[config.mk]
export PLATFORM = sky130hd
export DESIGN_NAME = scl_config_loader
export DESIGN_NICKNAME = d
export VERILOG_FILES = /design/src/scl_pkg.sv /design/src/scl_cfg_mem.sv /design/src/scl_config_loader.sv
export VERILOG_INCLUDE_DIRS = /design/src
export SDC_FILE = /design/constraint.sdc
export NUM_CORES = 1
export LEC_CHECK = 0
export BUFFER_PORTS_ARGS = -buffer_cell sky130_fd_sc_hd__buf_2
export CORE_MARGIN = 2
export CORE_UTILIZATION = 59
export CTS_CLUSTER_SIZE = 24
export DETAILED_ROUTE_END_ITERATION = 12
export PLACE_DENSITY = 0.79
export SYNTH_ARGS = -nofsm -noshare
export SYNTH_HDL_FRONTEND = slang
export SYNTH_HIERARCHICAL = 1
export SYNTH_SLANG_ARGS = --single-unit
[constraint.sdc]
create_clock -name CLK_I -period 3.28 [get_ports CLK_I]
set_input_delay 0.328 -clock CLK_I [delete_from_list [all_inputs] [get_ports CLK_I]]
set_output_delay 0.328 -clock CLK_I [all_outputs]
set_load 0.02 [all_outputs]
[src/scl_params.svh]
// constants of the serial port configuration loader
// assumes one 250 MHz clock and a 16-bit host output image of 65 words
`ifndef SCL_PARAMS_SVH
`define SCL_PARAMS_SVH

// ==========================================================
// image layout
`define SCL_IMG_WORDS      65
`define SCL_CFG_WORDS      10
`define SCL_OFS_BP_LIMIT   4'h0
`define SCL_OFS_PORT_ON    4'h1
`define SCL_OFS_RX_TERM    4'h2
`define SCL_OFS_SPEED      4'h3
`define SCL_OFS_CHECK_BIT  4'h4
`define SCL_OFS_WORD_LEN   4'h5
`define SCL_OFS_TRAILER    4'h6
`define SCL_OFS_LEAD_MS    4'h7
`define SCL_OFS_TAIL_MS    4'h8
`define SCL_OFS_FLOW       4'h9
`define SCL_READY_BIT      0
`define SCL_REQ_BIT        0
`define SCL_DONE_BIT       1

// ==========================================================
// field limits and codes
`define SCL_TERM_CHAR_BIT  0
`define SCL_MSG_TMO_BIT    1
`define SCL_GAP_TMO_BIT    2
`define SCL_PKT_LEN_BIT    3
`define SCL_CHECK_MAX      16'h0004
`define SCL_LEN_MIN        16'h0005
`define SCL_LEN_MAX        16'h0008
`define SCL_STOP_MIN       16'h0001
`define SCL_STOP_MAX       16'h0002
`define SCL_FLOW_MAX       16'h0003
`define SCL_PORT_ON_VAL    16'h0001
`define SCL_CODE_38K4      16'h0180
`define SCL_CODE_57K6      16'h0240
`define SCL_CODE_115K2     16'h0073

// ==========================================================
// error word bits
`define SCL_ERR_ON         0
`define SCL_ERR_TERM       1
`define SCL_ERR_SPEED      2
`define SCL_ERR_CHECK      3
`define SCL_ERR_LEN        4
`define SCL_ERR_STOP       5
`define SCL_ERR_FLOW       6
`define SCL_ERR_OVF        7

// ==========================================================
// timing
`define SCL_CLK_NS         4
`define SCL_MS_NS          1000000

`endif

[src/scl_pkg.sv]
// types of the serial port configuration loader
// assumes nothing beyond the parameter header
package scl_pkg;
  typedef enum logic [1:0] {LD_REQ, LD_LOAD, LD_APPLY, LD_DONE} scl_ld_state_t;
  typedef enum logic [1:0] {RS_IDLE, RS_LEAD, RS_SEND, RS_TAIL} scl_rts_state_t;
endpackage

[src/scl_cfg_mem.sv]
// configuration image store, one host write port, registered read
// assumes the host writes words in the same clock domain
`timescale 1ns/100ps
`include "scl_params.svh"
module scl_cfg_mem (
  input  wire logic        clk_i,
  input  wire logic        wr_i,
  input  wire logic [6:0]  waddr_i,
  input  wire logic [15:0] wdata_i,
  input  wire logic [6:0]  raddr_i,
  output logic      [15:0] rdata_o
);
  logic [15:0] mem_ff [0:`SCL_IMG_WORDS-1];
  logic [15:0] rdata_ff;
  wire         wr_ok = wr_i && (waddr_i < 7'(`SCL_IMG_WORDS));

  // no reset: contents are only used after the host has filled them
  always_ff @(posedge clk_i) begin
    if (wr_ok) begin
      mem_ff[waddr_i] <= wdata_i;
    end
    rdata_ff <= mem_ff[raddr_i];
  end
  assign rdata_o = rdata_ff;
endmodule

[src/scl_config_loader.sv]
// configuration loader of a two-port serial gateway, port 1 setup
// assumes host logic on CLK_I writes the output image and reads status
`timescale 1ns/100ps
`include "scl_params.svh"

module scl_config_loader
  import scl_pkg::*;
#(
  parameter int CYC_PER_MS = `SCL_MS_NS / `SCL_CLK_NS
) (
  input  wire logic        CLK_I,
  input  wire logic        RST_I,
  input  wire logic        OIMG_WR_I,
  input  wire logic [6:0]  OIMG_ADDR_I,
  input  wire logic [15:0] OIMG_DATA_I,
  input  wire logic [15:0] OIMG_CTRL_I,
  output logic      [1:0]  CFG_STATUS_O,
  input  wire logic        BP_XFER_OK_I,
  input  wire logic        BP_XFER_FAIL_I,
  output logic             PORTS_HALT_O,
  output logic             P1_RUN_O,
  output logic             TERM_CHAR_EN_O,
  output logic             MSG_TMO_EN_O,
  output logic             GAP_TMO_EN_O,
  output logic             PKT_LEN_EN_O,
  output logic             STREAM_O,
  output logic      [17:0] BAUD_O,
  output logic      [2:0]  PARITY_O,
  output logic      [3:0]  WORD_LEN_O,
  output logic      [1:0]  TRAILER_BIT_COUNT_O,
  output logic      [1:0]  FLOW_O,
  input  wire logic        RX_OVF_I,
  output logic      [15:0] ERR_WORD_O,
  input  wire logic        TX_REQ_I,
  input  wire logic        TX_END_I,
  output logic             TX_GO_O,
  output logic             RTS_O
);

  // ==========================================================
  // decode helpers
  function automatic logic [17:0] baud_of(input logic [15:0] code);
    logic [17:0] r;
    r = 18'h0;
    unique case (code)
      16'h006e, 16'h012c, 16'h0258, 16'h04b0,
      16'h0960, 16'h12c0, 16'h2580, 16'h4b00: r = {2'h0, code};
      `SCL_CODE_38K4:  r = 18'h09600;
      `SCL_CODE_57K6:  r = 18'h0e100;
      `SCL_CODE_115K2: r = 18'h1c200;
      default:         r = 18'h0;
    endcase
    return r;
  endfunction

  // ==========================================================
  // loader state
  scl_ld_state_t ld_state_ff;
  scl_ld_state_t nxt_ld_state;
  logic [3:0]    ld_idx_ff;
  logic [3:0]    nxt_ld_idx;
  logic [15:0]   rdata;
  logic [15:0]   cfg_ff [0:`SCL_CFG_WORDS-1];

  wire ready_w   = OIMG_CTRL_I[`SCL_READY_BIT];
  wire req_w     = (ld_state_ff == LD_REQ);
  wire done_w    = (ld_state_ff == LD_DONE);
  wire load_w    = (ld_state_ff == LD_LOAD);
  wire last_w    = (ld_idx_ff == 4'(`SCL_CFG_WORDS));
  wire cap_w     = load_w && (ld_idx_ff != 4'h0);
  wire [3:0] cap_idx_w = ld_idx_ff - 4'h1;

  scl_cfg_mem u_mem (
    .clk_i   (CLK_I),
    .wr_i    (OIMG_WR_I),
    .waddr_i (OIMG_ADDR_I),
    .wdata_i (OIMG_DATA_I),
    .raddr_i ({3'h0, ld_idx_ff}),
    .rdata_o (rdata)
  );

  always_comb begin
    nxt_ld_state = ld_state_ff;
    nxt_ld_idx   = 4'h0;
    unique case (ld_state_ff)
      LD_REQ:   if (ready_w) nxt_ld_state = LD_LOAD;
      LD_LOAD: begin
        nxt_ld_idx = ld_idx_ff + 4'h1;
        if (last_w) nxt_ld_state = LD_APPLY;
      end
      LD_APPLY: nxt_ld_state = LD_DONE;
      LD_DONE:  nxt_ld_state = LD_DONE;
    endcase
  end

  // restart always returns to requesting
  always_ff @(posedge CLK_I) begin
    if (RST_I) begin
      ld_state_ff <= LD_REQ;
      ld_idx_ff   <= 4'h0;
    end else begin
      ld_state_ff <= nxt_ld_state;
      ld_idx_ff   <= nxt_ld_idx;
    end
  end

  genvar gi;
  generate
    for (gi = 0; gi < `SCL_CFG_WORDS; gi++) begin : g_cap
      always_ff @(posedge CLK_I) begin
        if (RST_I) begin
          cfg_ff[gi] <= 16'h0;
        end else if (cap_w && cap_idx_w == 4'(gi)) begin
          cfg_ff[gi] <= rdata;
        end
      end
    end
  endgenerate

  assign CFG_STATUS_O[`SCL_REQ_BIT]  = req_w;
  assign CFG_STATUS_O[`SCL_DONE_BIT] = done_w;

  // ==========================================================
  // decoded setup of port 1
  wire [15:0] lim_w   = cfg_ff[`SCL_OFS_BP_LIMIT];
  wire [15:0] on_w    = cfg_ff[`SCL_OFS_PORT_ON];
  wire [15:0] term_w  = cfg_ff[`SCL_OFS_RX_TERM];
  wire [15:0] speed_w = cfg_ff[`SCL_OFS_SPEED];
  wire [15:0] chk_w   = cfg_ff[`SCL_OFS_CHECK_BIT];
  wire [15:0] len_w   = cfg_ff[`SCL_OFS_WORD_LEN];
  wire [15:0] stop_w  = cfg_ff[`SCL_OFS_TRAILER];
  wire [15:0] lead_w  = cfg_ff[`SCL_OFS_LEAD_MS];
  wire [15:0] tail_w  = cfg_ff[`SCL_OFS_TAIL_MS];
  wire [15:0] flow_w  = cfg_ff[`SCL_OFS_FLOW];

  assign TERM_CHAR_EN_O = term_w[`SCL_TERM_CHAR_BIT];
  assign MSG_TMO_EN_O   = term_w[`SCL_MSG_TMO_BIT];
  assign GAP_TMO_EN_O   = term_w[`SCL_GAP_TMO_BIT];
  assign PKT_LEN_EN_O   = term_w[`SCL_PKT_LEN_BIT];
  assign STREAM_O       = (term_w == 16'h0);
  assign PARITY_O       = chk_w[2:0];
  assign WORD_LEN_O     = len_w[3:0];
  assign TRAILER_BIT_COUNT_O = stop_w[1:0];
  assign FLOW_O         = flow_w[1:0];

  // invalid codes are flagged, and the port then stays idle
  logic [15:0] cfg_err;
  always_comb begin
    cfg_err = 16'h0;
    cfg_err[`SCL_ERR_ON]    = (on_w > `SCL_PORT_ON_VAL);
    cfg_err[`SCL_ERR_TERM]  = (term_w[15:4] != 12'h0);
    cfg_err[`SCL_ERR_SPEED] = (baud_of(speed_w) == 18'h0);
    cfg_err[`SCL_ERR_CHECK] = (chk_w > `SCL_CHECK_MAX);
    cfg_err[`SCL_ERR_LEN]   = (len_w < `SCL_LEN_MIN) || (len_w > `SCL_LEN_MAX);
    cfg_err[`SCL_ERR_STOP]  = (stop_w < `SCL_STOP_MIN) || (stop_w > `SCL_STOP_MAX);
    cfg_err[`SCL_ERR_FLOW]  = (flow_w > `SCL_FLOW_MAX);
  end

  logic [15:0] err_ff;
  logic [17:0] baud_ff;
  logic        ovf_ff;
  always_ff @(posedge CLK_I) begin
    if (RST_I) begin
      err_ff  <= 16'h0;
      baud_ff <= 18'h0;
      ovf_ff  <= 1'b0;
    end else begin
      ovf_ff  <= ovf_ff | RX_OVF_I;
      err_ff  <= done_w ? cfg_err : 16'h0;
      baud_ff <= baud_of(speed_w);
    end
  end
  assign ERR_WORD_O = err_ff | {8'h0, ovf_ff, 7'h0};
  assign BAUD_O     = baud_ff;

  // ==========================================================
  // backplane failure watch
  logic [15:0] fail_cnt_ff;
  logic        halt_ff;
  wire  [15:0] fail_inc_w = (fail_cnt_ff == 16'hffff) ? fail_cnt_ff : fail_cnt_ff + 16'h1;
  wire         halt_hit_w = (lim_w != 16'h0) && (fail_inc_w >= lim_w);
  always_ff @(posedge CLK_I) begin
    if (RST_I) begin
      fail_cnt_ff <= 16'h0;
      halt_ff     <= 1'b0;
    end else if (done_w) begin
      if (BP_XFER_FAIL_I) begin
        fail_cnt_ff <= fail_inc_w;
        if (halt_hit_w) halt_ff <= 1'b1;
      end else if (BP_XFER_OK_I) begin
        fail_cnt_ff <= 16'h0;
      end
    end
  end
  assign PORTS_HALT_O = halt_ff;

  wire port_run_w = done_w && (on_w == `SCL_PORT_ON_VAL) && !halt_ff && (cfg_err == 16'h0);
  assign P1_RUN_O = port_run_w;

  // ==========================================================
  // RTS lead and tail timing
  scl_rts_state_t rts_ff;
  scl_rts_state_t nxt_rts;
  logic [17:0]    pre_ff;
  logic [15:0]    ms_ff;
  logic [15:0]    nxt_ms;
  wire  tick_w  = (pre_ff == 18'(CYC_PER_MS - 1));
  wire  zero_w  = (ms_ff == 16'h0);

  always_comb begin
    nxt_rts = rts_ff;
    nxt_ms  = (tick_w && !zero_w) ? ms_ff - 16'h1 : ms_ff;
    unique case (rts_ff)
      RS_IDLE: if (TX_REQ_I) begin
        nxt_rts = RS_LEAD;
        nxt_ms  = lead_w;
      end
      RS_LEAD: if (zero_w) nxt_rts = RS_SEND;
      RS_SEND: if (TX_END_I) begin
        nxt_rts = RS_TAIL;
        nxt_ms  = tail_w;
      end
      RS_TAIL: if (zero_w) nxt_rts = RS_IDLE;
    endcase
    if (!port_run_w) nxt_rts = RS_IDLE;
  end

  // prescaler restarts with each delay so a wait never runs short
  always_ff @(posedge CLK_I) begin
    if (RST_I) begin
      rts_ff <= RS_IDLE;
      pre_ff <= 18'h0;
      ms_ff  <= 16'h0;
    end else begin
      rts_ff <= nxt_rts;
      ms_ff  <= nxt_ms;
      pre_ff <= (tick_w || nxt_rts != rts_ff) ? 18'h0 : pre_ff + 18'h1;
    end
  end
  assign RTS_O   = (rts_ff != RS_IDLE);
  assign TX_GO_O = (rts_ff == RS_SEND);
endmodule

== Word level (Yosys, flattened, before mapping) ==
Memory sizes are Yosys's and may differ from the RTL's. A register that Yosys moved wholly into a read port is not among the register bits.
Index checks and enable logic that the tools add are counted.

* Add/sub/neg operators: 5
* Order comparisons: 9
* Equal/unequal tests: 33
* Mux-type cells: 61
* Bitwise operators: 14
* Reductions and logical operators: 42

{| class="wikitable"
|+ Operator list
! kind !! count
|-
| $mux 16 || 16
|-
| $pmux 17 s4 || 1
|-
| $logic_not 16->1 || 3
|-
| $mux 1 || 34
|-
| $eq 16x10->1 const B || 2
|-
| $eq 16x7->1 const B || 2
|-
| $eq 16x9->1 const B || 2
|-
| $gt 16x2->1 const B || 2
|-
| $pmux 16 s2 || 1
|-
| $add 18x1->18 const B || 1
|-
| $eq 18x18->1 const B || 1
|-
| $logic_not 18->1 || 1
|-
| $logic_and 1x1->1 || 17
|-
| $add 16x1->16 const B || 1
|-
| $eq 16x1->1 const B || 1
|-
| $eq 16x11->1 const B || 1
|-
| $eq 16x12->1 const B || 1
|-
| $eq 16x13->1 const B || 1
|-
| $eq 16x14->1 const B || 1
|-
| $eq 16x15->1 const B || 1
|-
| $eq 16x16->1 const B || 1
|-
| $eq 4x3->1 const B || 4
|-
| $ge 16x16->1 || 1
|-
| $gt 16x1->1 const B || 1
|-
| other kinds (34) || 67
|}

* Bits in registers: 94
* Bits in writable memories: 1200
* Memories: 2

{| class="wikitable"
|+ Memory list
! name !! depth !! width !! read ports !! clocked after Yosys merged registers in !! write ports !! line !! source
|-
| u_mem.mem_ff || 65 || 16 || 1 || 1 || 1 || scl_cfg_mem.sv:13 || <nowiki>logic [15:0] mem_ff [0:`SCL_IMG_WORDS-1];</nowiki>
|-
| cfg_ff || 10 || 16 || 10 || 0 || 10 || scl_config_loader.sv:63 || <nowiki>logic [15:0] cfg_ff [0:`SCL_CFG_WORDS-1];</nowiki>
|}

== Longest topological paths before layout ==
An unclocked memory read counts as a cell.

* Depth in word-level cells: 11
* Depth in mapped cells: 16
* Mapped depth without buffers: 13

== Cells and area by module ==
Netlist, hierarchy kept.

{| class="wikitable"
|+ By module, submodules not included
! module !! instances !! cells an instance !! area each (um2) !! seq. area each (um2)
|-
| scl_cfg_mem || 1 || 1911 || 40241.1 || 31550.3
|-
| scl_config_loader || 1 || 980 || 11103.1 || 6486.2
|}

== Worst setup path after synthesis ==
Ideal clock, no wire load.

* Path kind: flip-flop to flip-flop
* From: register fail_cnt_ff[3]
* To: register halt_ff, in the netlist PORTS_HALT_O
* Setup time: 0.128 ns
* Arrival: 3.030 ns
* Data required time: 3.152 ns
* Setup slack: 0.122 ns
* Stages on the path, launching flop included: 17
* Cell sequence: dfxtp_1 -> buf_4 -> and4_1 -> nand4_1 -> or4_1 -> buf_2 -> nor2b_4 -> buf_6 -> and3_1 -> xor2_1 -> ha_1 -> a21o_1 -> a21o_1 -> a21oi_1 -> o21ai_0 -> a21oi_1 -> o22ai_1

* Longest elaborated chain between the ends: 5

{| class="wikitable"
|+ RTL lines
! element !! line !! source
|-
| from (decl) || scl_config_loader.sv:178 || <nowiki>logic [15:0] fail_cnt_ff;</nowiki>
|-
| from (signal assigned) || scl_config_loader.sv:188 || <nowiki>fail_cnt_ff <= fail_inc_w;</nowiki>
|-
| $add 16x1->16 or $eq 16x16->1 (tied branches) || scl_config_loader.sv:180 || <nowiki>wire [15:0] fail_inc_w = (fail_cnt_ff == 16'hffff) ? fail_cnt_ff : fail_cnt_ff + 16'h1;</nowiki>
|-
| $mux 16 (*) || scl_config_loader.sv:180 ||
|-
| $ge 16x16->1 (*) || scl_config_loader.sv:181 || <nowiki>wire halt_hit_w = (lim_w != 16'h0) && (fail_inc_w >= lim_w);</nowiki>
|-
| $logic_and 1x1->1 (*) || scl_config_loader.sv:181 ||
|-
| $reduce_and 3->1 (no source line) (*) || - ||
|-
| to (signal assigned) || scl_config_loader.sv:185 || <nowiki>halt_ff <= 1'b0;</nowiki>
|-
| to (signal assigned) || scl_config_loader.sv:189 || <nowiki>if (halt_hit_w) halt_ff <= 1'b1;</nowiki>
|-
| to (decl) || scl_config_loader.sv:179 || <nowiki>logic halt_ff;</nowiki>
|}

Every way passes the cells marked *; elsewhere a longest branch is shown, timed or not.
A chain may end at the register's enable or synchronous reset.

==> impl_results.md <==
- Status: finished with violations
- Failing checks: max-slew violations
- I/O Buffers: 78
- Syn avg cell area: between 15 and 20 µm²
- Clock Path Buffers: 3
- Slew margin rel.: -115.2%
- Mapped Area: ~51000 µm²
- DR vias: between 20000 and 30000
- Fin nets: 3162
- Fmax: 318.2 MHz
- Congestion Overflow GR: 0
- Ys flop type: edfxtp_1
- Number of placed I/O pins: ~100
- Worst setup SP type: flip-flop
- Most used routing layer: met2
- Async S/R FF share, synth: 0%
- Final Hold Fails: 0
- Die ar.: between 80000 and 90000 µm²
- Vias per cell: between 6 and 7
- Dominant cell type by area after synthesis: edfxtp_1
- Cells after Synth: slightly below 3000
- Top cells by count, synth: edfxtp_1 (1200), mux4_2 (192), nor2_1 (183), and2_1 (167), mux2i_1 (129)
- CP Data Required Time: slightly below 3 ns
- Largest net degree at the start of global routing: 68
- Clk slew on worst S/H paths: 0.06 ns
- Area Overhead vs Synth: 12.34%
- First-pass GRT wire length: 175.9 mm
- Yosys reg bits: 1300
- Row count: ~110
- Register area share after synthesis: about three quarters
- Count leader, synth: edfxtp_1
- CTS buffer count: ~130
- Overall Global Routing Usage: between 20% and 30%
- Final Skew: around 0.028 ns
- Critical path arrival: 2.81 ns
- Kind of cell adding the most delay to the critical path: simple AND/OR/NAND/NOR gates
- GR Layer Usage met3: under 10%
- Setup violations, final: 0
- Dpl cell area: ~53000 µm²
- Max Cap Viol: 0
- Crit path max fanout: 6
- Layout cells sized above 1: 20.54%
- Critical path class: reg2out
- ANT nets after route: 0
- EDFF count, synth: 1200
- Core area: slightly below 90000 µm²
- Placer Congestion: slightly below 0.9
- Crit-path cells: or3_1 -> or4_4 -> nand3_1 -> o2111a_2 -> buf_2
- CTS root buffer: clkbuf_16
- Worst-Skew Late Latency: between 0.7 and 0.8 ns
- Leak pwr: roughly 0.019 µW
- Slew @ Worst Pin: 3.185 ns
- CTS tree: done
- Initial antenna violation count: 5
- Hold/Removal Path Class: in2reg
- Fillers: between 5000 and 6000
- PD cells: approximately 580 nW/µm²
- DR iter-0 viols: around 3300
- Crit. End Element: output pin
- Drt first pass iters: 5
- Final instance area: 57680 µm²
- Clock sinks: 1300
- Final WL: approximately 120 mm
- Number of H-tree levels: 4
- Setup_tns: 0 ns
- Synth warn: 6
- Total buffers and inverters traversed by the critical path: 1
- Die Ht: around 300 µm
- Die X: about 300 µm
- Met2 track demand over resource: between 40% and 50%
- DRC: 0
- Initial Util: slightly below 60%
- Max IR drop VDD: ~0.54 mV
- Synth top area cells: edfxtp_1 (70%), mux4_2 (8.4%), dfxtp_1 (3.9%)
- Crit share post-route: a little over nine tenths
- Post-layout min period: 3.142 ns
- RSZ-0062 raised after global routing: no
- Overall Power: ~34000 µW
- Distinct cells, synth: 67
- Crit-path max cell delay: between 0.5 and 0.6 ns
- Top-area cell type share of the netlist area: a little over two thirds
- Slowest cell on crit path: or4_4
- Detail Placement HPWL: around 68 mm
- Slew Limit Fails: 83
- Routed WL per cell: 27.15 µm
- Met1 usage: a little over a third
- Vias in the first global route: 28470
metal layers:
| metal | part of all wire (%) | up-vias | wire length [µm] |
|---|---|---|---|
| met5 | 0.035 | - | 41 |
| met4 | 4.0 | 6 | 4738 |
| met3 | 9.6 | 296 | 11300 |
| met2 | 49 | 1584 | 58050 |
| met1 | 37 | 14140 | 43940 |
| li1 | - | 11870 | - |
cell families (layout without fill, tap and decap cells):
logic type / count (synthesis) / after routing / share of synthesized area, %
simple gates: 638 / 638 / 6.665
flops: 1300 / 1300 / 74.08
buf+inv: 193 / 477 / 1.867
xor+xnor: 44 / 44 / 0.7506
compound gates: 332 / 332 / 4.262
mux: 357 / 357 / 11.73
fa+ha+maj: 26 / 26 / 0.6336
other cells: 1 / 19 / 0.007304
what timing repair did:
item | CTS | global route
gates resized for setup | 3 | 13
pin swaps | 0 | 2
hold endpoints to repair | 2 | 0
setup endpoints to repair | 1 | 2
hold buffers | 2 | 0
buffers inserted | 0 | 2
per-stage QoR:
| stage | utilization (%) | cells | hold WS (ns) | setup WS, ns |
|---|---|---|---|---|
| floorplan | - | 2905 | 0.4269 | 0.1215 |
| global placement | 61.80 | 4107 | 0.4447 | 0.07850 |
| detailed placement | 61.80 | 4107 | 0.4634 | 0.06611 |
| CTS | 66.60 | 4342 | 0.04281 | 0.02213 |
| global route | 66.69 | 4346 | 0.08936 | 0.01278 |
| finish | 66.70 | 4348 | 0.06900 | 0.1378 |
worst register-to-register path, stage by stage, from the launching register on:
cell and delay (ns):
dfxtp_1 0.42, ha_1 0.23, nand2_1 0.12, or4_4 0.57, nor2b_4 0.18, and3_1 0.22
xor2_1 0.15, ha_1 0.29, a21o_1 0.17, a21o_1 0.17, a21oi_1 0.12, o21ai_0 0.09
a21oi_1 0.16, o22ai_1 0.10
cell type report:
cell class                      instances  area, µm²  area share (%)
Sequential cell                      1300      38050           65.96
Tap cell                             1155       1445           2.505
Multi-Input combinational cell       1412      12500           21.66
Inverter                               35      131.4          0.2278
Timing Repair Buffer                  209       1441           2.499
Clock buffer                          178       3568           6.186
Antenna cell                            4      10.01         0.01735
Clock inverter                         55      543.0          0.9414
final timing paths:
path                        from             end  slack, ns  cells after the start
setup reg to reg  fail_cnt_ff[0]    PORTS_HALT_O       0.19                     13
setup / recovery    cfg_ff[3][9]        P1_RUN_O       0.14                      5
hold reg to reg           ovf_ff          ovf_ff       0.47                      2
hold / removal             RST_I  ld_state_ff[0]       0.07                      2
power breakdown:
part / switching [µW] / internal (µW)
registers: 143 / 18200
logic: 713 / 329
clock network: 6060 / 8220
cell usage in the layout (no fill, tap or decap), types with 36 or more instances in the layout:
master     synthesis  final
nor4_1            37     36
edfxtp_1        1200   1200
mux2i_1          129    129
nand2_1           91     91
nor2_1           183    182
buf_2             39     78
o22ai_1           60     60
mux4_2           192    192
clkbuf_1          73     39
a21oi_1           80     80
dfxtp_1          100     96
buf_4             31    124
and2_1           167    167
a22oi_1           81     81
clkbuf_16          0    134
sequential cells by signal (all words and copies together) (netlist names):
register and cells:
u_mem/mem_ff 1040, cfg_ff 160, pre_ff 18, BAUD_O 17, fail_cnt_ff 16, ms_ff 16, u_mem/rdata_o 16, err_ff 7
ld_idx_ff 4, ld_state_ff 2, rts_ff 2, PORTS_HALT_O 1, ovf_ff 1
No activity file was read; power rests on OpenSTA's default activity.
